`config.mk`:
```
export PLATFORM = sky130hd
export DESIGN_NAME = platform_id_command_responder
export DESIGN_NICKNAME = d
export VERILOG_FILES = /design/src/platform_id_pkg.sv /design/src/platform_id_command_responder.sv /design/src/id_byte_rom.sv
export SDC_FILE = /design/constraint.sdc
export NUM_CORES = 1
export LEC_CHECK = 0
export ABC_AREA = 1
export BUFFER_PORTS_ARGS = -buffer_cell sky130_fd_sc_hd__buf_2
export CORE_ASPECT_RATIO = 1.2
export CORE_MARGIN = 3
export CORE_UTILIZATION = 55
export DETAILED_ROUTE_END_ITERATION = 10
export MAX_ROUTING_LAYER = met4
export PLACE_DENSITY = 0.78
export SETUP_SLACK_MARGIN = 0.4
export SYNTH_ARGS = -nofsm -noshare
export SYNTH_HDL_FRONTEND = slang
export SYNTH_SLANG_ARGS = --single-unit
```
`constraint.sdc`:
```
create_clock -name i_clk -period 2.75 [get_ports i_clk]
set_input_delay 0.275 -clock i_clk [delete_from_list [all_inputs] [get_ports i_clk]]
set_output_delay 0.275 -clock i_clk [all_outputs]
set_load 0.05 [all_outputs]
```
`src/platform_id_pkg.sv`:
```
// constants, enumerations and carriers shared by the identification responder
package platform_id_pkg;

  // command codes served by the responder
  localparam logic [7:0] CMD_ID_WORD = 8'hfc;
  localparam logic [7:0] CMD_ID_BLOCK = 8'hfd;

  // payload sizes in bytes
  localparam int ID_WORD_BYTES = 2;
  localparam int ID_BLOCK_BYTES = 6;
  localparam logic [7:0] BLOCK_COUNT = 8'h06;

  // byte returned when the host reads past the end of a reply
  localparam logic [7:0] PAD_BYTE = 8'hff;

  // address byte layout on a start event
  localparam int ADDR_MSB = 7;
  localparam int ADDR_LSB = 1;
  localparam int RW_BIT = 0;

  // reply byte index width and its saturation value
  localparam int IDX_W = 3;
  localparam logic [2:0] IDX_FIRST = 3'h0;
  localparam logic [2:0] IDX_STEP = 3'h1;
  localparam logic [2:0] IDX_MAX = 3'h7;

  // bus events handed over by the slave engine
  typedef enum logic [1:0] {
    EV_START = 2'h0,
    EV_WRITE = 2'h1,
    EV_READ = 2'h2,
    EV_STOP = 2'h3
  } event_kind_type;

  // which identification command the transaction selected
  typedef enum logic [1:0] {
    SEL_NONE = 2'h0,
    SEL_WORD = 2'h1,
    SEL_BLOCK = 2'h2
  } sel_type;

  // transaction phase, gray coded along idle-address-command-read
  typedef enum logic [2:0] {
    PH_IDLE = 3'h0,
    PH_AWAIT_CMD = 3'h1,
    PH_CMD_HELD = 3'h3,
    PH_READING = 3'h2,
    PH_IGNORE = 3'h6
  } phase_type;

  typedef struct packed {
    logic valid;
    event_kind_type kind;
    logic [7:0] data;
  } bus_event_type;

  typedef struct packed {
    logic ack;
    logic rd_valid;
    logic [7:0] rd_data;
    logic cml_err;
    logic claim;
  } answer_type;

endpackage

```
`src/platform_id_command_responder.sv`:
```
// identification command responder behind the management bus slave engine
`timescale 1ns/10ps
// Operation
// - read word at command fc returns the fixed identification word as two bytes
// - the identification word is two bytes, unsigned binary, low byte first
// - write word to fc is acknowledged and its data thrown away
// - block read at command fd returns the fixed identification block
// - the block holds exactly six unsigned bytes behind its count byte
// - block write to fd is acknowledged and its bytes thrown away
// - after any write, reads return the same hard-wired values
// - writes to either command never raise a communication error
// - six hard-wired bytes; bits 47:40 most significant, 7:0 least
// - no paging and no nonvolatile copy of either command
// - all sixteen word bits are read-only constants
module platform_id_command_responder #(
  parameter logic [15:0] ID_WORD = 16'h1234, // arbitrary value
  parameter logic [47:0] ID_BLOCK = 48'h0a0b0c0d0e0f // arbitrary value
) (
  input wire logic i_clk,
  input wire logic i_rst_n,
  input wire logic [6:0] i_slave_addr,
  input wire platform_id_pkg::bus_event_type i_event,
  output platform_id_pkg::answer_type o_answer
);

  // the byte index must be able to pass the last block byte
  if (platform_id_pkg::ID_BLOCK_BYTES >= int'(platform_id_pkg::IDX_MAX))
  begin : g_idx_check
    $error("byte index too narrow for the identification block");
  end

  typedef struct packed {
    platform_id_pkg::phase_type phase;
    platform_id_pkg::sel_type sel;
    logic [2:0] idx;
    platform_id_pkg::answer_type ans;
  } state_type;

  localparam state_type RESET_STATE = '{
    phase: platform_id_pkg::PH_IDLE,
    sel: platform_id_pkg::SEL_NONE,
    idx: platform_id_pkg::IDX_FIRST,
    ans: '0
  };

  state_type st;
  state_type next_st;
  logic [7:0] rom_byte;
  logic rom_past_end;
  logic addr_match;
  logic ev_start;
  logic ev_write;
  logic ev_read;
  logic ev_stop;

  // constants only, so nothing a host writes can reach them
  id_byte_rom #(
    .ID_WORD(ID_WORD),
    .ID_BLOCK(ID_BLOCK)
  ) u_rom (
    .i_sel(st.sel),
    .i_idx(st.idx),
    .o_byte(rom_byte),
    .o_past_end(rom_past_end)
  );

  // event decode; the slave engine shares our clock, so no synchroniser
  assign ev_start = i_event.valid && i_event.kind == platform_id_pkg::EV_START;
  assign ev_write = i_event.valid && i_event.kind == platform_id_pkg::EV_WRITE;
  assign ev_read = i_event.valid && i_event.kind == platform_id_pkg::EV_READ;
  assign ev_stop = i_event.valid && i_event.kind == platform_id_pkg::EV_STOP;
  assign addr_match =
    i_event.data[platform_id_pkg::ADDR_MSB:platform_id_pkg::ADDR_LSB]
    == i_slave_addr;

  // transaction sequencing; ack, rd_valid and cml_err are one-cycle pulses, claim follows the phase
  always_comb
  begin
    next_st = st;
    next_st.ans.ack = 1'b0;
    next_st.ans.rd_valid = 1'b0;
    next_st.ans.cml_err = 1'b0;
    if (ev_start)
    begin
      if (!addr_match)
      begin
        next_st.phase = platform_id_pkg::PH_IGNORE;
        next_st.sel = platform_id_pkg::SEL_NONE;
      end
      else if (!i_event.data[platform_id_pkg::RW_BIT])
      begin
        next_st.phase = platform_id_pkg::PH_AWAIT_CMD;
        next_st.sel = platform_id_pkg::SEL_NONE;
        next_st.idx = platform_id_pkg::IDX_FIRST;
        next_st.ans.ack = 1'b1;
      end
      else if (st.phase == platform_id_pkg::PH_CMD_HELD)
      begin
        // repeated start turning a command into a read
        next_st.phase = platform_id_pkg::PH_READING;
        next_st.idx = platform_id_pkg::IDX_FIRST;
        next_st.ans.ack = 1'b1;
      end
      else
      begin
        next_st.phase = platform_id_pkg::PH_IGNORE;
      end
    end
    else if (ev_write)
    begin
      if (st.phase == platform_id_pkg::PH_AWAIT_CMD)
      begin
        // other command codes belong to other responders
        if (i_event.data == platform_id_pkg::CMD_ID_WORD)
        begin
          next_st.sel = platform_id_pkg::SEL_WORD;
          next_st.phase = platform_id_pkg::PH_CMD_HELD;
          next_st.ans.ack = 1'b1;
        end
        else if (i_event.data == platform_id_pkg::CMD_ID_BLOCK)
        begin
          next_st.sel = platform_id_pkg::SEL_BLOCK;
          next_st.phase = platform_id_pkg::PH_CMD_HELD;
          next_st.ans.ack = 1'b1;
        end
        else
        begin
          next_st.phase = platform_id_pkg::PH_IGNORE;
        end
      end
      else if (st.phase == platform_id_pkg::PH_CMD_HELD)
      begin
        // data, counts of any length, all acknowledged and dropped
        next_st.ans.ack = 1'b1;
      end
    end
    else if (ev_read)
    begin
      if (st.phase == platform_id_pkg::PH_READING)
      begin
        next_st.ans.rd_valid = 1'b1;
        next_st.ans.rd_data = rom_byte;
        // only an overrun read flags an error, never a write
        next_st.ans.cml_err = rom_past_end;
        if (st.idx != platform_id_pkg::IDX_MAX)
        begin
          next_st.idx = st.idx + platform_id_pkg::IDX_STEP;
        end
      end
    end
    else if (ev_stop)
    begin
      next_st.phase = platform_id_pkg::PH_IDLE;
      next_st.sel = platform_id_pkg::SEL_NONE;
      next_st.idx = platform_id_pkg::IDX_FIRST;
    end
    next_st.ans.claim = next_st.phase == platform_id_pkg::PH_CMD_HELD
      || next_st.phase == platform_id_pkg::PH_READING;
  end

  // single state register, synchronous reset
  always_ff @(posedge i_clk)
  begin
    if (!i_rst_n)
    begin
      st <= RESET_STATE;
    end
    else
    begin
      st <= next_st;
    end
  end

  assign o_answer = st.ans;

  // helper: block byte the current index must produce
  logic [7:0] exp_block_byte;
  always_comb
  begin
    exp_block_byte = ID_BLOCK[8*(st.idx - platform_id_pkg::IDX_STEP) +: 8];
  end

  logic read_word_lo;
  logic read_word_hi;
  logic read_blk_cnt;
  logic read_blk_data;
  assign read_word_lo = ev_read && st.phase == platform_id_pkg::PH_READING
    && st.sel == platform_id_pkg::SEL_WORD && st.idx == 3'h0;
  assign read_word_hi = ev_read && st.phase == platform_id_pkg::PH_READING
    && st.sel == platform_id_pkg::SEL_WORD && st.idx == 3'h1;
  assign read_blk_cnt = ev_read && st.phase == platform_id_pkg::PH_READING
    && st.sel == platform_id_pkg::SEL_BLOCK && st.idx == 3'h0;
  assign read_blk_data = ev_read && st.phase == platform_id_pkg::PH_READING
    && st.sel == platform_id_pkg::SEL_BLOCK && st.idx >= 3'h1
    && st.idx <= 3'h6;

  // first word byte is bits 7:0
  AST_WORD_LOW: assert property (@(posedge i_clk) disable iff (!i_rst_n)
    read_word_lo |=> o_answer.rd_valid && o_answer.rd_data == ID_WORD[7:0])
    else $error("word low byte wrong");

  // second word byte is bits 15:8, then the index has moved past the word
  AST_WORD_HIGH: assert property (@(posedge i_clk) disable iff (!i_rst_n)
    read_word_hi |=> o_answer.rd_valid && o_answer.rd_data == ID_WORD[15:8]
      && !o_answer.cml_err && st.idx == 3'h2)
    else $error("word high byte wrong");

  // write data to a held command is acknowledged and changes nothing
  AST_WRITE_DISCARD: assert property (@(posedge i_clk) disable iff (!i_rst_n)
    (ev_write && st.phase == platform_id_pkg::PH_CMD_HELD)
      |=> o_answer.ack && st.phase == platform_id_pkg::PH_CMD_HELD
      && st.sel == $past(st.sel) && st.idx == $past(st.idx))
    else $error("write to identification command not discarded");

  // block data bytes follow from the constant, low byte first
  AST_BLOCK_BYTE: assert property (@(posedge i_clk) disable iff (!i_rst_n)
    read_blk_data |=> o_answer.rd_valid
      && o_answer.rd_data == $past(exp_block_byte))
    else $error("block byte wrong");

  // block starts with a count of six
  AST_BLOCK_COUNT: assert property (@(posedge i_clk) disable iff (!i_rst_n)
    read_blk_cnt |=> o_answer.rd_data == 8'h06 && !o_answer.cml_err)
    else $error("block count wrong");

  // a seventh data read overruns the block
  AST_BLOCK_END: assert property (@(posedge i_clk) disable iff (!i_rst_n)
    (ev_read && st.phase == platform_id_pkg::PH_READING
      && st.sel == platform_id_pkg::SEL_BLOCK && st.idx == 3'h7)
      |=> o_answer.cml_err && o_answer.rd_data == platform_id_pkg::PAD_BYTE)
    else $error("block overrun not flagged");

  // last block byte carries bits 47:40
  AST_BLOCK_MSB: assert property (@(posedge i_clk) disable iff (!i_rst_n)
    (read_blk_data && st.idx == 3'h6) |=> o_answer.rd_data == ID_BLOCK[47:40])
    else $error("block top byte wrong");

  // a write never raises the error pulse
  AST_NO_CML_ON_WRITE: assert property (@(posedge i_clk) disable iff (!i_rst_n)
    ev_write |=> !o_answer.cml_err)
    else $error("communication error after write");

  // a read after writes still starts with the fixed values
  AST_READ_AFTER_WRITE: assert property (@(posedge i_clk) disable iff (!i_rst_n)
    (ev_write && st.phase == platform_id_pkg::PH_CMD_HELD)
      ##1 (ev_start && addr_match && i_event.data[0]) ##1 read_word_lo
      |=> o_answer.rd_data == ID_WORD[7:0])
    else $error("readback changed after write");

  // a foreign address is neither acknowledged nor claimed
  AST_FOREIGN_ADDR: assert property (@(posedge i_clk) disable iff (!i_rst_n)
    (ev_start && !addr_match)
      |=> !o_answer.ack && !o_answer.claim
      && st.phase == platform_id_pkg::PH_IGNORE)
    else $error("foreign address answered");

  // an ignored transaction stays silent until stop or a write-direction start to our address
  AST_IGNORE_SILENT: assert property (@(posedge i_clk) disable iff (!i_rst_n)
    (st.phase == platform_id_pkg::PH_IGNORE && i_event.valid
      && i_event.kind != platform_id_pkg::EV_START)
      |=> !o_answer.ack && !o_answer.rd_valid)
    else $error("ignored transaction answered");

  // our address with a write direction is acknowledged, nothing claimed yet
  AST_ADDR_ACK: assert property (@(posedge i_clk)
    disable iff (!i_rst_n)
    (ev_start && addr_match && !i_event.data[platform_id_pkg::RW_BIT])
      |=> o_answer.ack && !o_answer.claim)
    else $error("own address not acknowledged");

  // a known command byte is acknowledged and claims the transaction
  AST_CMD_TAKEN: assert property (@(posedge i_clk)
    disable iff (!i_rst_n)
    (ev_write && st.phase == platform_id_pkg::PH_AWAIT_CMD
      && (i_event.data == platform_id_pkg::CMD_ID_WORD
      || i_event.data == platform_id_pkg::CMD_ID_BLOCK))
      |=> o_answer.ack && o_answer.claim)
    else $error("identification command not taken");

  // a repeated start for reading begins at the first reply byte
  AST_READ_ENTRY: assert property (@(posedge i_clk)
    disable iff (!i_rst_n)
    (ev_start && addr_match && i_event.data[platform_id_pkg::RW_BIT]
      && st.phase == platform_id_pkg::PH_CMD_HELD)
      |=> o_answer.ack && o_answer.claim
      && st.idx == platform_id_pkg::IDX_FIRST)
    else $error("read entry wrong");

  // the word is only two bytes long; further reads pad and flag
  AST_WORD_OVERRUN: assert property (@(posedge i_clk)
    disable iff (!i_rst_n)
    (ev_read && st.phase == platform_id_pkg::PH_READING
      && st.sel == platform_id_pkg::SEL_WORD && st.idx >= 3'h2)
      |=> o_answer.rd_valid && o_answer.cml_err
      && o_answer.rd_data == platform_id_pkg::PAD_BYTE)
    else $error("word overrun not flagged");

  // stop always ends the transaction and drops the claim
  AST_STOP_RELEASE: assert property (@(posedge i_clk)
    disable iff (!i_rst_n)
    ev_stop |=> !o_answer.claim && !o_answer.ack
      && st.phase == platform_id_pkg::PH_IDLE)
    else $error("stop did not end the transaction");

  // the selected command cannot change while it is held or read
  AST_SEL_HELD: assert property (@(posedge i_clk)
    disable iff (!i_rst_n)
    (o_answer.claim && !ev_start && !ev_stop) |=> $stable(st.sel))
    else $error("selected command changed mid transaction");

  // writes never produce reply data
  AST_WRITE_NO_READ: assert property (@(posedge i_clk)
    disable iff (!i_rst_n)
    ev_write |=> !o_answer.rd_valid)
    else $error("reply data after write");

  // main scenarios the bench is expected to reach
  COV_WORD_READ: cover property (@(posedge i_clk) disable iff (!i_rst_n)
    read_word_lo ##[1:4] read_word_hi);
  COV_BLOCK_LAST: cover property (@(posedge i_clk) disable iff (!i_rst_n)
    read_blk_data && st.idx == 3'h6);
  COV_WRITE_DROP: cover property (@(posedge i_clk) disable iff (!i_rst_n)
    ev_write && st.phase == platform_id_pkg::PH_CMD_HELD
    && st.sel == platform_id_pkg::SEL_BLOCK);
  COV_FOREIGN: cover property (@(posedge i_clk) disable iff (!i_rst_n)
    ev_start && !addr_match);

endmodule // platform_id_command_responder

```
`src/id_byte_rom.sv`:
```
// hard-wired identification bytes, selected by command and byte index
`timescale 1ns/10ps
module id_byte_rom #(
  parameter logic [15:0] ID_WORD = 16'h1234,
  parameter logic [47:0] ID_BLOCK = 48'h0a0b0c0d0e0f
) (
  input wire platform_id_pkg::sel_type i_sel,
  input wire logic [2:0] i_idx,
  output logic [7:0] o_byte,
  output logic o_past_end
);

  // word goes low byte first; block goes count, then bits 7:0 up to 47:40
  always_comb
  begin
    o_byte = platform_id_pkg::PAD_BYTE;
    o_past_end = 1'b1;
    unique case (i_sel)
      platform_id_pkg::SEL_WORD:
      begin
        if (int'(i_idx) < platform_id_pkg::ID_WORD_BYTES)
        begin
          o_byte = ID_WORD[8*i_idx +: 8];
          o_past_end = 1'b0;
        end
      end
      platform_id_pkg::SEL_BLOCK:
      begin
        if (i_idx == platform_id_pkg::IDX_FIRST)
        begin
          o_byte = platform_id_pkg::BLOCK_COUNT;
          o_past_end = 1'b0;
        end
        else if (int'(i_idx) <= platform_id_pkg::ID_BLOCK_BYTES)
        begin
          o_byte = ID_BLOCK[8*(i_idx - platform_id_pkg::IDX_STEP) +: 8];
          o_past_end = 1'b0;
        end
      end
      default:
      begin
        o_byte = platform_id_pkg::PAD_BYTE;
        o_past_end = 1'b1;
      end
    endcase
  end

endmodule // id_byte_rom

```
### After elaboration in Yosys (flattened, before gate mapping)

Cells that the tools add are included.

| word-level totals | value |
|---|---|
| word-level logic and storage cells | 89 |
| bits in registers | 20 |
| bits of input ports | 20 |
| output and inout port bits | 12 |

| cells by class | value |
|---|---|
| reduce and logical (&&, ||, !) cells | 14 |
| eq/ne operators | 23 |
| muxes and demuxes | 33 |
| shifts and indexed selects | 2 |
| add/subtract/negate cells | 2 |
| magnitude comparators | 2 |
| bitwise operators | 5 |

Operator list:

| operator | number |
|---|---|
| 48-bit by 33-bit indexed part select with 8-bit output (first input constant) | 1 |
| 8-bit two-way mux | 4 |
| 5-bit two-way mux | 5 |
| 3-bit two-way mux | 7 |
| 8-bit equality test (second input constant) | 2 |
| 8-bit one-hot mux with 2 select lines | 1 |
| 16-bit by 7-bit indexed part select with 8-bit output (first input constant) | 1 |
| 3-bit by 2-bit equality test with 1-bit output (second input constant) | 4 |
| 4-bit two-way mux | 3 |
| 3-bit by 2-bit inequality test with 1-bit output (second input constant) | 4 |
| 10-bit two-way mux | 1 |
| 9-bit two-way mux | 1 |
| 3-bit inequality test (second input constant) | 3 |
| 1-bit two-way mux | 8 |
| 7-bit equality test | 1 |
| 2-bit equality test (second input constant) | 3 |
| 6-bit AND reduction | 1 |
| 3-bit nonzero test | 2 |
| 1-bit inverter | 5 |
| 5-bit AND reduction | 1 |
| 5-bit OR reduction | 1 |
| 2-bit by 1-bit equality test with 1-bit output (second input constant) | 2 |
| 1-bit logical AND | 4 |
| 2-bit two-way mux | 2 |
| 13 further kinds | 14 |

### Depth between registers and ports, before layout

Gate-level depths: netlist (run 1).

| logic depth | value |
|---|---|
| depth after elaboration | 8 |
| gate-level depth with buffers | 10 |
| depth with buffers taken out | 10 |

### By module

A second synthesis (run 1) with hierarchy kept.

| unflattened totals | value |
|---|---|
| cells, all modules | 245 |
| area, all modules | 1,540.2 um2 |

Modules (own cells, without submodules):

| module | area each (um2) | instances | cells an instance | seq. area each (um2) |
|---|---|---|---|---|
| platform_id_command_responder | 1,263.7 | 1 | 193 | 400.4 |
| id_byte_rom | 276.5 | 1 | 52 | 0.0 |

### Worst setup path after synthesis (run 1)

Ideal clock, no wire load.

| timing | value |
|---|---|
| path type | reg2reg |
| start point | reg st[12] (netlist bit) |
| end point | reg st[14] (netlist bit) |
| path slack | 1.473 ns |
| data arrival time | 1.162 ns |
| stages on the path, launching flop included | 9 |
| path buffers | 0 |
| library setup time | 0.115 ns |
| clock period less this slack | 1.277 ns |
| data required time | 2.635 ns |
| cells stage by stage | dfxtp_1 -> ha_1 -> ha_1 -> inv_1 -> a21oi_1 -> nor2_2 -> nand4_1 -> nand2_1 -> nor2_1 |

| between the ends | value |
|---|---|
| word-level cells in the longest chain between the ends | 6 |
| elaborated cells on any way between the ends | 9 |
| classes of those cells | add/sub (1); eq/ne (2); mux (5); reduce/logical (1) |

Ends and longest elaborated chain:

| item | line | text |
|---|---|---|
| from (decl) | platform_id_command_responder.sv:46 | `state_type st;` |
| from (signal assigned) | platform_id_command_responder.sv:170 | `st <= next_st;` |
| 3-bit by 1-bit adder with 3-bit output | platform_id_command_responder.sv:147 | `next_st.idx = st.idx + platform_id_pkg::IDX_STEP;` |
| 3-bit two-way mux | platform_id_command_responder.sv:145 | `if (st.idx != platform_id_pkg::IDX_MAX)` |
| 3-bit two-way mux | platform_id_command_responder.sv:139 | `if (st.phase == platform_id_pkg::PH_READING)` |
| 3-bit two-way mux | platform_id_command_responder.sv:137 | `else if (ev_read)` |
| 3-bit two-way mux | platform_id_command_responder.sv:109 | `else if (ev_write)` |
| 9-bit two-way mux | platform_id_command_responder.sv:83 | `if (ev_start)` |

Parallel ways exist; a longest one is shown, timed or not. The select of a mux whose other input is x is not followed.
A chain may end at the register's enable or synchronous reset.

### Worst setup path in the final report (run 1)

| timing | value |
|---|---|
| start point | reg st[12] (netlist bit) |
| end point | reg st (netlist bit o_answer[3]) |

| between the ends | value |
|---|---|
| word-level cells in the longest chain between the ends | 5 |
| elaborated cells on any way between the ends | 10 |
| classes of those cells | add/sub (1); order compare (2); shift (2); mux (4); reduce/logical (1) |

Ends and longest elaborated chain:

| item | line | text |
|---|---|---|
| 3-bit by 1-bit subtractor with 4-bit output | id_byte_rom.sv:36 | `o_byte = ID_BLOCK[8*(i_idx - platform_id_pkg::IDX_STEP) +: 8];` |
| 48-bit by 33-bit indexed part select with 8-bit output | id_byte_rom.sv:36 |  |
| 8-bit two-way mux | id_byte_rom.sv:34 | `else if (int'(i_idx) <= platform_id_pkg::ID_BLOCK_BYTES)` |
| 8-bit two-way mux | id_byte_rom.sv:29 | `if (i_idx == platform_id_pkg::IDX_FIRST)` |
| 8-bit one-hot mux with 2 select lines (*) | id_byte_rom.sv:18 | `unique case (i_sel)` |

Mark *: on every way between the ends. The rest lies on a longest branch, timed or not.

==> results.txt, run 1 <==
Excluding fillers, the count of instances in the completed layout stands at roughly 280. The worst ir drop on vdd is around 0.23 mV. The H-tree level count is 1. Routability-driven placement finished with a final weighted congestion of 0.9554.

The quantity of I/O buffers inserted on ports is 31. The worst register-to-register path has a depth of 6. The number of primary I/O pins is 32.

The slew at the pin with the worst max-slew slack is about 0.27 ns. The normalized max-slew margin came out at 0.8198. The number of violations reported at the end of detailed-routing iteration 0 is 35.

The area of the die came out at about 3300 µm². The worst setup path is captured at a flip-flop. The number of hold violations in the final report is 0. Of the available clock period, the critical path in the final layout requires 0.5246. The detailed-placement wirelength estimate came out at 2294 µm.

The critical path ends at o_answer[3]. The final number of max-transition violations was 0. The reg-to-reg critical path startpoint is st[12]. The y dimension of the die came out at roughly 62 µm. The flop and latch count out of synthesis is 19. The count of instances resized after the clock tree is built is 0. The worst min-delay path class is in2reg.

The total number of vias came out at about 1300. The first-pass GRT wire length is approximately 4500 µm. Yosys attributes the largest share of cell area to sky130_fd_sc_hd__dfxtp_1, sky130_fd_sc_hd__nand2_1, sky130_fd_sc_hd__inv_1. Data arrives at the worst endpoint at roughly 1.6 ns.

Measured on the finished design, the core utilization comes to 0.6558. The clock latency on the worst-skew pair came out at about 0.30 ns. 0 antenna diodes ended up in the layout. The area inside the core boundary came out at ~2400 µm².

The number of remaining DRC errors is 0. After detailed routing, the total wire length is 2801 µm. The data required time at the worst endpoint came out at just under 3 ns. The fraction of synthesized cell area taken by the top area cell type came out at 0.2657. The register area share after synthesis came out at 0.2657. The detail route stage leaves a number of antenna-violating nets equal to 0. Before antenna repair, the detailed router went through 4 iterations. The number of placed instances, taps included came out at 273. The number of nets handed over by synthesis was 250. Summed over all layers, the global routing overflow is 0. The worst register-to-register path ends at o_answer[3]. STA classifies the critical path startpoint as a flip-flop. The area growth from synthesis to layout is 8.916%. The number of global-route vias before repair came to 1140. In this run the worst path has a maximum fanout of 6.

After detailed routing, the average wire length per cell comes to between 10 and 15 µm. In the layout the commonest cells are sky130_fd_sc_hd__nand2_1, sky130_fd_sc_hd__inv_1, sky130_fd_sc_hd__buf_2, sky130_fd_sc_hd__dfxtp_1, sky130_fd_sc_hd__nor2_1. In this run the worst setup path begins at st[12]. The register clock-pin slew on the reported worst setup and hold paths is 0.10 ns. The number of max-cap violations is 0. Summed over all cells, the static leakage comes to 0.8360 nW. The global router's overall resource usage came out at 0.1958. The deepest clock path buffer count came out at 2. The post-synthesis average cell area came out at 6.390 µm². The count of synthesis-stage warnings from yosys came out at 0.

The largest net degree at the start of global routing came out at 14. Of all cell types, the one taking the most synthesized area is sky130_fd_sc_hd__dfxtp_1. The number of distinct library cell variants in the gate-level netlist after synthesis is 26. The critical path in this run is classified as reg2reg.

The flow ran to the end, and the final reports show no timing, DRC or antenna violations. Synthesis handed over a netlist of ~220 instances. The total number of placement rows came out at 19. The power density of the placed cells is between 300 and 400 nW/µm².

The net count of the finished layout is about 270. The CTS buffer count came out at 3. The library cell used most frequently in the layout, excluding fill and tap cells, is sky130_fd_sc_hd__nand2_1. The cell area that synthesis handed to floorplanning was 1431 µm². Derived from the worst setup path, the maximum achievable clock frequency is about 690 MHz.

The fraction of final layout cells with drive strength greater than 1 came out at 0.2317. The initial antenna violation count came out at 0. Setup violations remaining at the end of the flow were counted as 0.

The total negative setup slack is 0 ns. The worst path needs between 1 and 1.5 ns of the cycle, external delays included. The starting density of the core came out at 0.6021. The setup slack of the worst register-to-register path is 1.31 ns. The TritonCTS clock tree is yes. Setup repair after global routing left no endpoint under its margin. Buffers added to address setup during post-CTS repair amount to 0.

The CTS sink count is 19. The tree is rooted in a sky130_fd_sc_hd__clkbuf_4. The floorplan step set the die width to 52.57 µm.

The clock arrives with 0.001833 ns of skew. The average vias per placed instance came out at roughly 4.9. After clock tree synthesis, the flow added hold-fix buffers numbering 0.
sequential cells by signal, indices dropped and copies added (netlist names):
register / count
o_answer: 11
st: 8
stage by stage:
stage / instance area [µm²] / setup WS (ns) / power [mW] / hold slack [ns]
5_1_grt: 1559 / 1.171 / 0.6360 / 0.3145
3_5_place_dp: 1531 / 1.359 / 0.4600 / 0.4817
6_report: 1559 / 1.307 / 0.5959 / 0.3070
2_1_floorplan: 1431 / 1.473 / 0.4200 / 0.4167
4_1_cts: 1559 / 1.300 / 0.5995 / 0.3087
3_3_place_gp: 1531 / 1.368 / 0.4578 / 0.4711
power breakdown:
group,internal [mW],total [mW],switching (mW),leakage [nW]
Combinational,0.0579,0.158,0.100,0.664
Clock,0.0543,0.142,0.0872,0.0177
Sequential,0.285,0.296,0.0107,0.154
cell families (layout without fill, tap and decap cells):
kind of cell               count (synthesis)  in the layout  synth area share
AOI/OAI and AO/OA                         37             37            0.1425
xor gates and xnor gates                   3              3           0.01836
adders and majority gates                  6              6           0.05245
DFF                                       19             19            0.2657
buffers and inverters                     53             75            0.1713
and+or+nand+nor                          106            106            0.3496
layout make-up:
| class | count | area, µm² |
|---|---|---|
| clock buffers | 3 | 22.52 |
| clock inverters | 1 | 5.005 |
| fillers | 230 | 818.3 |
| inverters | 40 | 151.4 |
| multi-input cells | 152 | 805.8 |
| flip-flops and latches | 19 | 380.4 |
| well taps | 31 | 38.79 |
| repair buffers | 31 | 155.1 |
worst max-delay path, stage by stage, from the launching register on:
cell and delay (ns):
sky130_fd_sc_hd__dfxtp_1 0.43, sky130_fd_sc_hd__inv_1 0.12, sky130_fd_sc_hd__ha_1 0.34, sky130_fd_sc_hd__nand2_1 0.11, sky130_fd_sc_hd__a21oi_1 0.08, sky130_fd_sc_hd__a21oi_1 0.16
sky130_fd_sc_hd__a31oi_1 0.09
layer usage:
metal	share of wire	global-route usage
met2	0.48	0.3404
met4	0.034	0.1241
met1	0.44	0.2061
met5	0	-
met3	0.052	0.03103
Yosys cell counts (all sizes together):
cell type and number:
nand2 61, dfxtp 19, a31oi 2, o211ai 1
inv 39, clkbuf 1, o21ai 15, o21bai 1
nor2 25, nand3 12, a31o 1, a21oi 17
xnor2 3, nor3 4, nand4 4, clkinv 1
ha 6, buf 12
worst min path at each step:
stage | from | to | cells past startpoint
after floorplan | i_rst_n | o_answer[3] | 2
after global placement | o_answer[7] | o_answer[7] | 2
after detailed placement | o_answer[7] | o_answer[7] | 2
after CTS | i_rst_n | st[12] | 3
after global routing | i_rst_n | st[12] | 3
final | i_rst_n | st[12] | 3
Note: power is estimated with default switching activity, not from simulation.
==> run 2, diff against run 1 <==
--- a/config.mk
+++ b/config.mk
@@ -9,10 +9,10 @@
 export BUFFER_PORTS_ARGS = -buffer_cell sky130_fd_sc_hd__buf_2
 export CORE_ASPECT_RATIO = 1.2
 export CORE_MARGIN = 3
-export CORE_UTILIZATION = 55
+export CORE_UTILIZATION = 54
 export DETAILED_ROUTE_END_ITERATION = 10
 export MAX_ROUTING_LAYER = met4
-export PLACE_DENSITY = 0.78
+export PLACE_DENSITY = 0.77
 export SETUP_SLACK_MARGIN = 0.4
 export SYNTH_ARGS = -nofsm -noshare
 export SYNTH_HDL_FRONTEND = slang
==> constraint.sdc (replaced) <==
create_clock -name i_clk -period 1.4 [get_ports i_clk]
set_input_delay 0.14 -clock i_clk [delete_from_list [all_inputs] [get_ports i_clk]]
set_output_delay 0.14 -clock i_clk [all_outputs]
set_load 0.05 [all_outputs]
==> results.txt, run 2 (synthesized netlist as in run 1, its figures left out) <==
The flow ran to the end, and the final reports show no timing, DRC or antenna violations. The root buffer cell is sky130_fd_sc_hd__clkbuf_4. The fraction of final layout cells with drive strength greater than 1 came out at 0.4667.

The largest net degree at the start of global routing came out at 14. The number of placed instances, taps included came out at approximately 280. The slew at the pin with the worst max-slew slack is ~0.25 ns. Setup repair after global routing could not meet its margin everywhere. The detail route stage leaves a number of antenna-violating nets equal to 0. The register clock-pin slew on the reported worst setup and hold paths came out at ~0.11 ns.

Power spread over the standard cell area amounts to around 670 nW/µm². The most common cell after layout, fill and taps aside is sky130_fd_sc_hd__nand2_1. The total number of placement rows came out at 19.

The clock latency on the worst-skew pair is roughly 0.32 ns. The net count of the finished layout is around 280. The portion of total power attributed to combinational logic came out at 0.346.

After detailed routing, the average wire length per cell comes to 13.54 µm. The total overflow left after global routing is 0. The worst setup path is launched from a flip-flop.

The critical path arrival is around 1.6 ns. The deepest clock path buffer count is 2. Input and output buffers added on the ports amount to 31. The switching power is 487.8 µW.

Summed over all nets, the half-perimeter wirelength after detailed placement is 2340 µm. The worst setup path is captured at a flip-flop. The total routed wirelength is 3873 µm. Total power for the finished layout comes to 1.340 mW. The area of the die came out at approximately 3300 µm². The number of inserted diodes is 0. The first-pass GRT wire length came out at around 5300 µm.

The core utilization of the finished layout is 0.8275. In this run the static leakage power is a little over 0.9 nW. The number of violations reported at the end of detailed-routing iteration 0 is 58.

The register cell area after layout came out at roughly 410 µm². The tool flagged a number of max-cap violations equal to 0. The number of global-route vias before repair came out at ~1300. The post-route minimum period came out at roughly 1.4 ns. The number of optimization iterations in the first detailed-route pass is 4. The CTS sink count came out at 19. The number of endpoints failing setup at the final stage is 0. The number of fillers in the final layout came out at 155. The number of hold violations in the final report came out at 0. The final number of max-transition violations is 0.

The library cells used most frequently in the layout, excluding fill and tap cells, are sky130_fd_sc_hd__nand2_1, sky130_fd_sc_hd__inv_1, sky130_fd_sc_hd__buf_2, sky130_fd_sc_hd__nor2_4. The worst min-delay path class is in2reg. Along the worst path, the maximum fanout reaches 4. From synthesis to final layout, the design area changed by 38.81%.

TritonCTS built the clock tree. The post-route non-filler standard cell count came out at about 290. The core region is around 2400 µm². The achievable clock frequency came out at between 700 and 800 MHz.

In the routed layout, each cell is associated on average with a via count of roughly 5.2. The final worst-path cycle share is 0.9837. The power share of the sequential group is 0.439. The width of the chip is 53 µm. The CTS buffer count is 3. The normalized max-slew margin came out at 0.8288. Counting instances, the worst hold path has a depth of 3.

The y dimension of the die is 62.40 µm. The critical path is of the reg2reg type. The global router's overall resource usage is 0.2137. The number of remaining DRC errors came out at 0.

The H-tree level count is 1. The flip-flop count of the largest register after layout is 11. The fraction of power consumed by the clock network came out at 0.214. The starting density of the core is 0.5961. The setup slack of the critical path after layout came out at about 0.023 ns.

The final worst clock skew is 0.01159 ns. The worst ir drop on vdd came out at around 0.52 mV. The multi-input logic area came out at roughly 1000 µm². OpenSTA, run right after detailed placement, puts the worst setup slack at approximately 0.08 ns. The data required time at the worst endpoint is 1.63 ns. At the end of routability-driven placement, the weighted congestion stood at between 0.9 and 1. The number of hold-repair buffers added at the cts stage is 0. The initial antenna violation count is 0. The number of primary I/O pins came out at 32. The cell-internal power came out at 852.7 µW. The total number of vias came out at 1500.

The count of cells along the worst register-to-register path is 7. The switching part of the total power came out at 0.3639.
-- run 2: changes by cell type in the layout (fill, tap and decap cells not counted), moves of 9 or more --
cell and delta:
sky130_fd_sc_hd__buf_2 -12, sky130_fd_sc_hd__dfxtp_2 +9, sky130_fd_sc_hd__buf_4 +11, sky130_fd_sc_hd__dfxtp_1 -15
-- run 2: final timing paths --
path | from | to | slack, ns
hold reg to reg | st[15] | st[15] | 0.52
setup / recovery | st[12] | o_answer[2] | 0.02
setup reg to reg | st[12] | o_answer[2] | 0.02
hold / removal | i_rst_n | st[13] | 0.16
-- run 2: layout make-up --
type                    instances  share of cell area
repair buffers                 40              0.1555
flip-flops and latches         19              0.2084
clock buffers                   3             0.01133
clock inverters                 1            0.002519
multi-input cells             152              0.5208
inverters                      40             0.08186
well taps                      31             0.01952
-- run 2: worst max-delay path, cell delays in order (launching register included) --
cell and delay (ns):
sky130_fd_sc_hd__dfxtp_4 0.40, sky130_fd_sc_hd__inv_4 0.06, sky130_fd_sc_hd__ha_4 0.16, sky130_fd_sc_hd__xnor2_2 0.16
sky130_fd_sc_hd__o21ai_1 0.11, sky130_fd_sc_hd__nand2_1 0.08, sky130_fd_sc_hd__nand3_1 0.11, sky130_fd_sc_hd__a21oi_1 0.21
-- run 2: power groups by stage --
stage          registers (mW)  clock network (mW)  logic [mW]
5_1_grt                 0.592               0.319       0.508
4_1_cts                 0.584               0.282       0.401
6_report                0.589               0.287       0.464
3_5_place_dp            0.602                   0       0.340
2_1_floorplan           0.597                   0       0.259
3_3_place_gp            0.602                   0       0.338
-- run 2: layer usage --
layer,routed length [µm],vias to the layer above,GRT usage,part of all wire
met5,0,-,-,0
met4,190,0,0.1246,0.049
met3,251,19,0.04057,0.065
met2,1965,66,0.3525,0.51
met1,1466,659,0.2299,0.38
li1,-,756,-,-
-- run 2: what timing repair did --
item / CTS / global route
gates resized for setup: 43 / 48
cloned: 0 / 0
setup buffers: 5 / 2
pin swaps: 12 / 15
endpoints found under the setup margin: 28 / 30
-- run 2: metrics by stage --
| stage | instance area (µm²) | hold WS [ns] | TNS, ns |
|---|---|---|---|
| floorplan | 1504 | 0.2817 | 0 |
| global placement | 1619 | 0.4696 | 0 |
| detailed placement | 1619 | 0.4711 | 0 |
| CTS | 1815 | 0.1574 | 0 |
| global route | 1987 | 0.1753 | -0.01415 |
| finish | 1987 | 0.1606 | 0 |
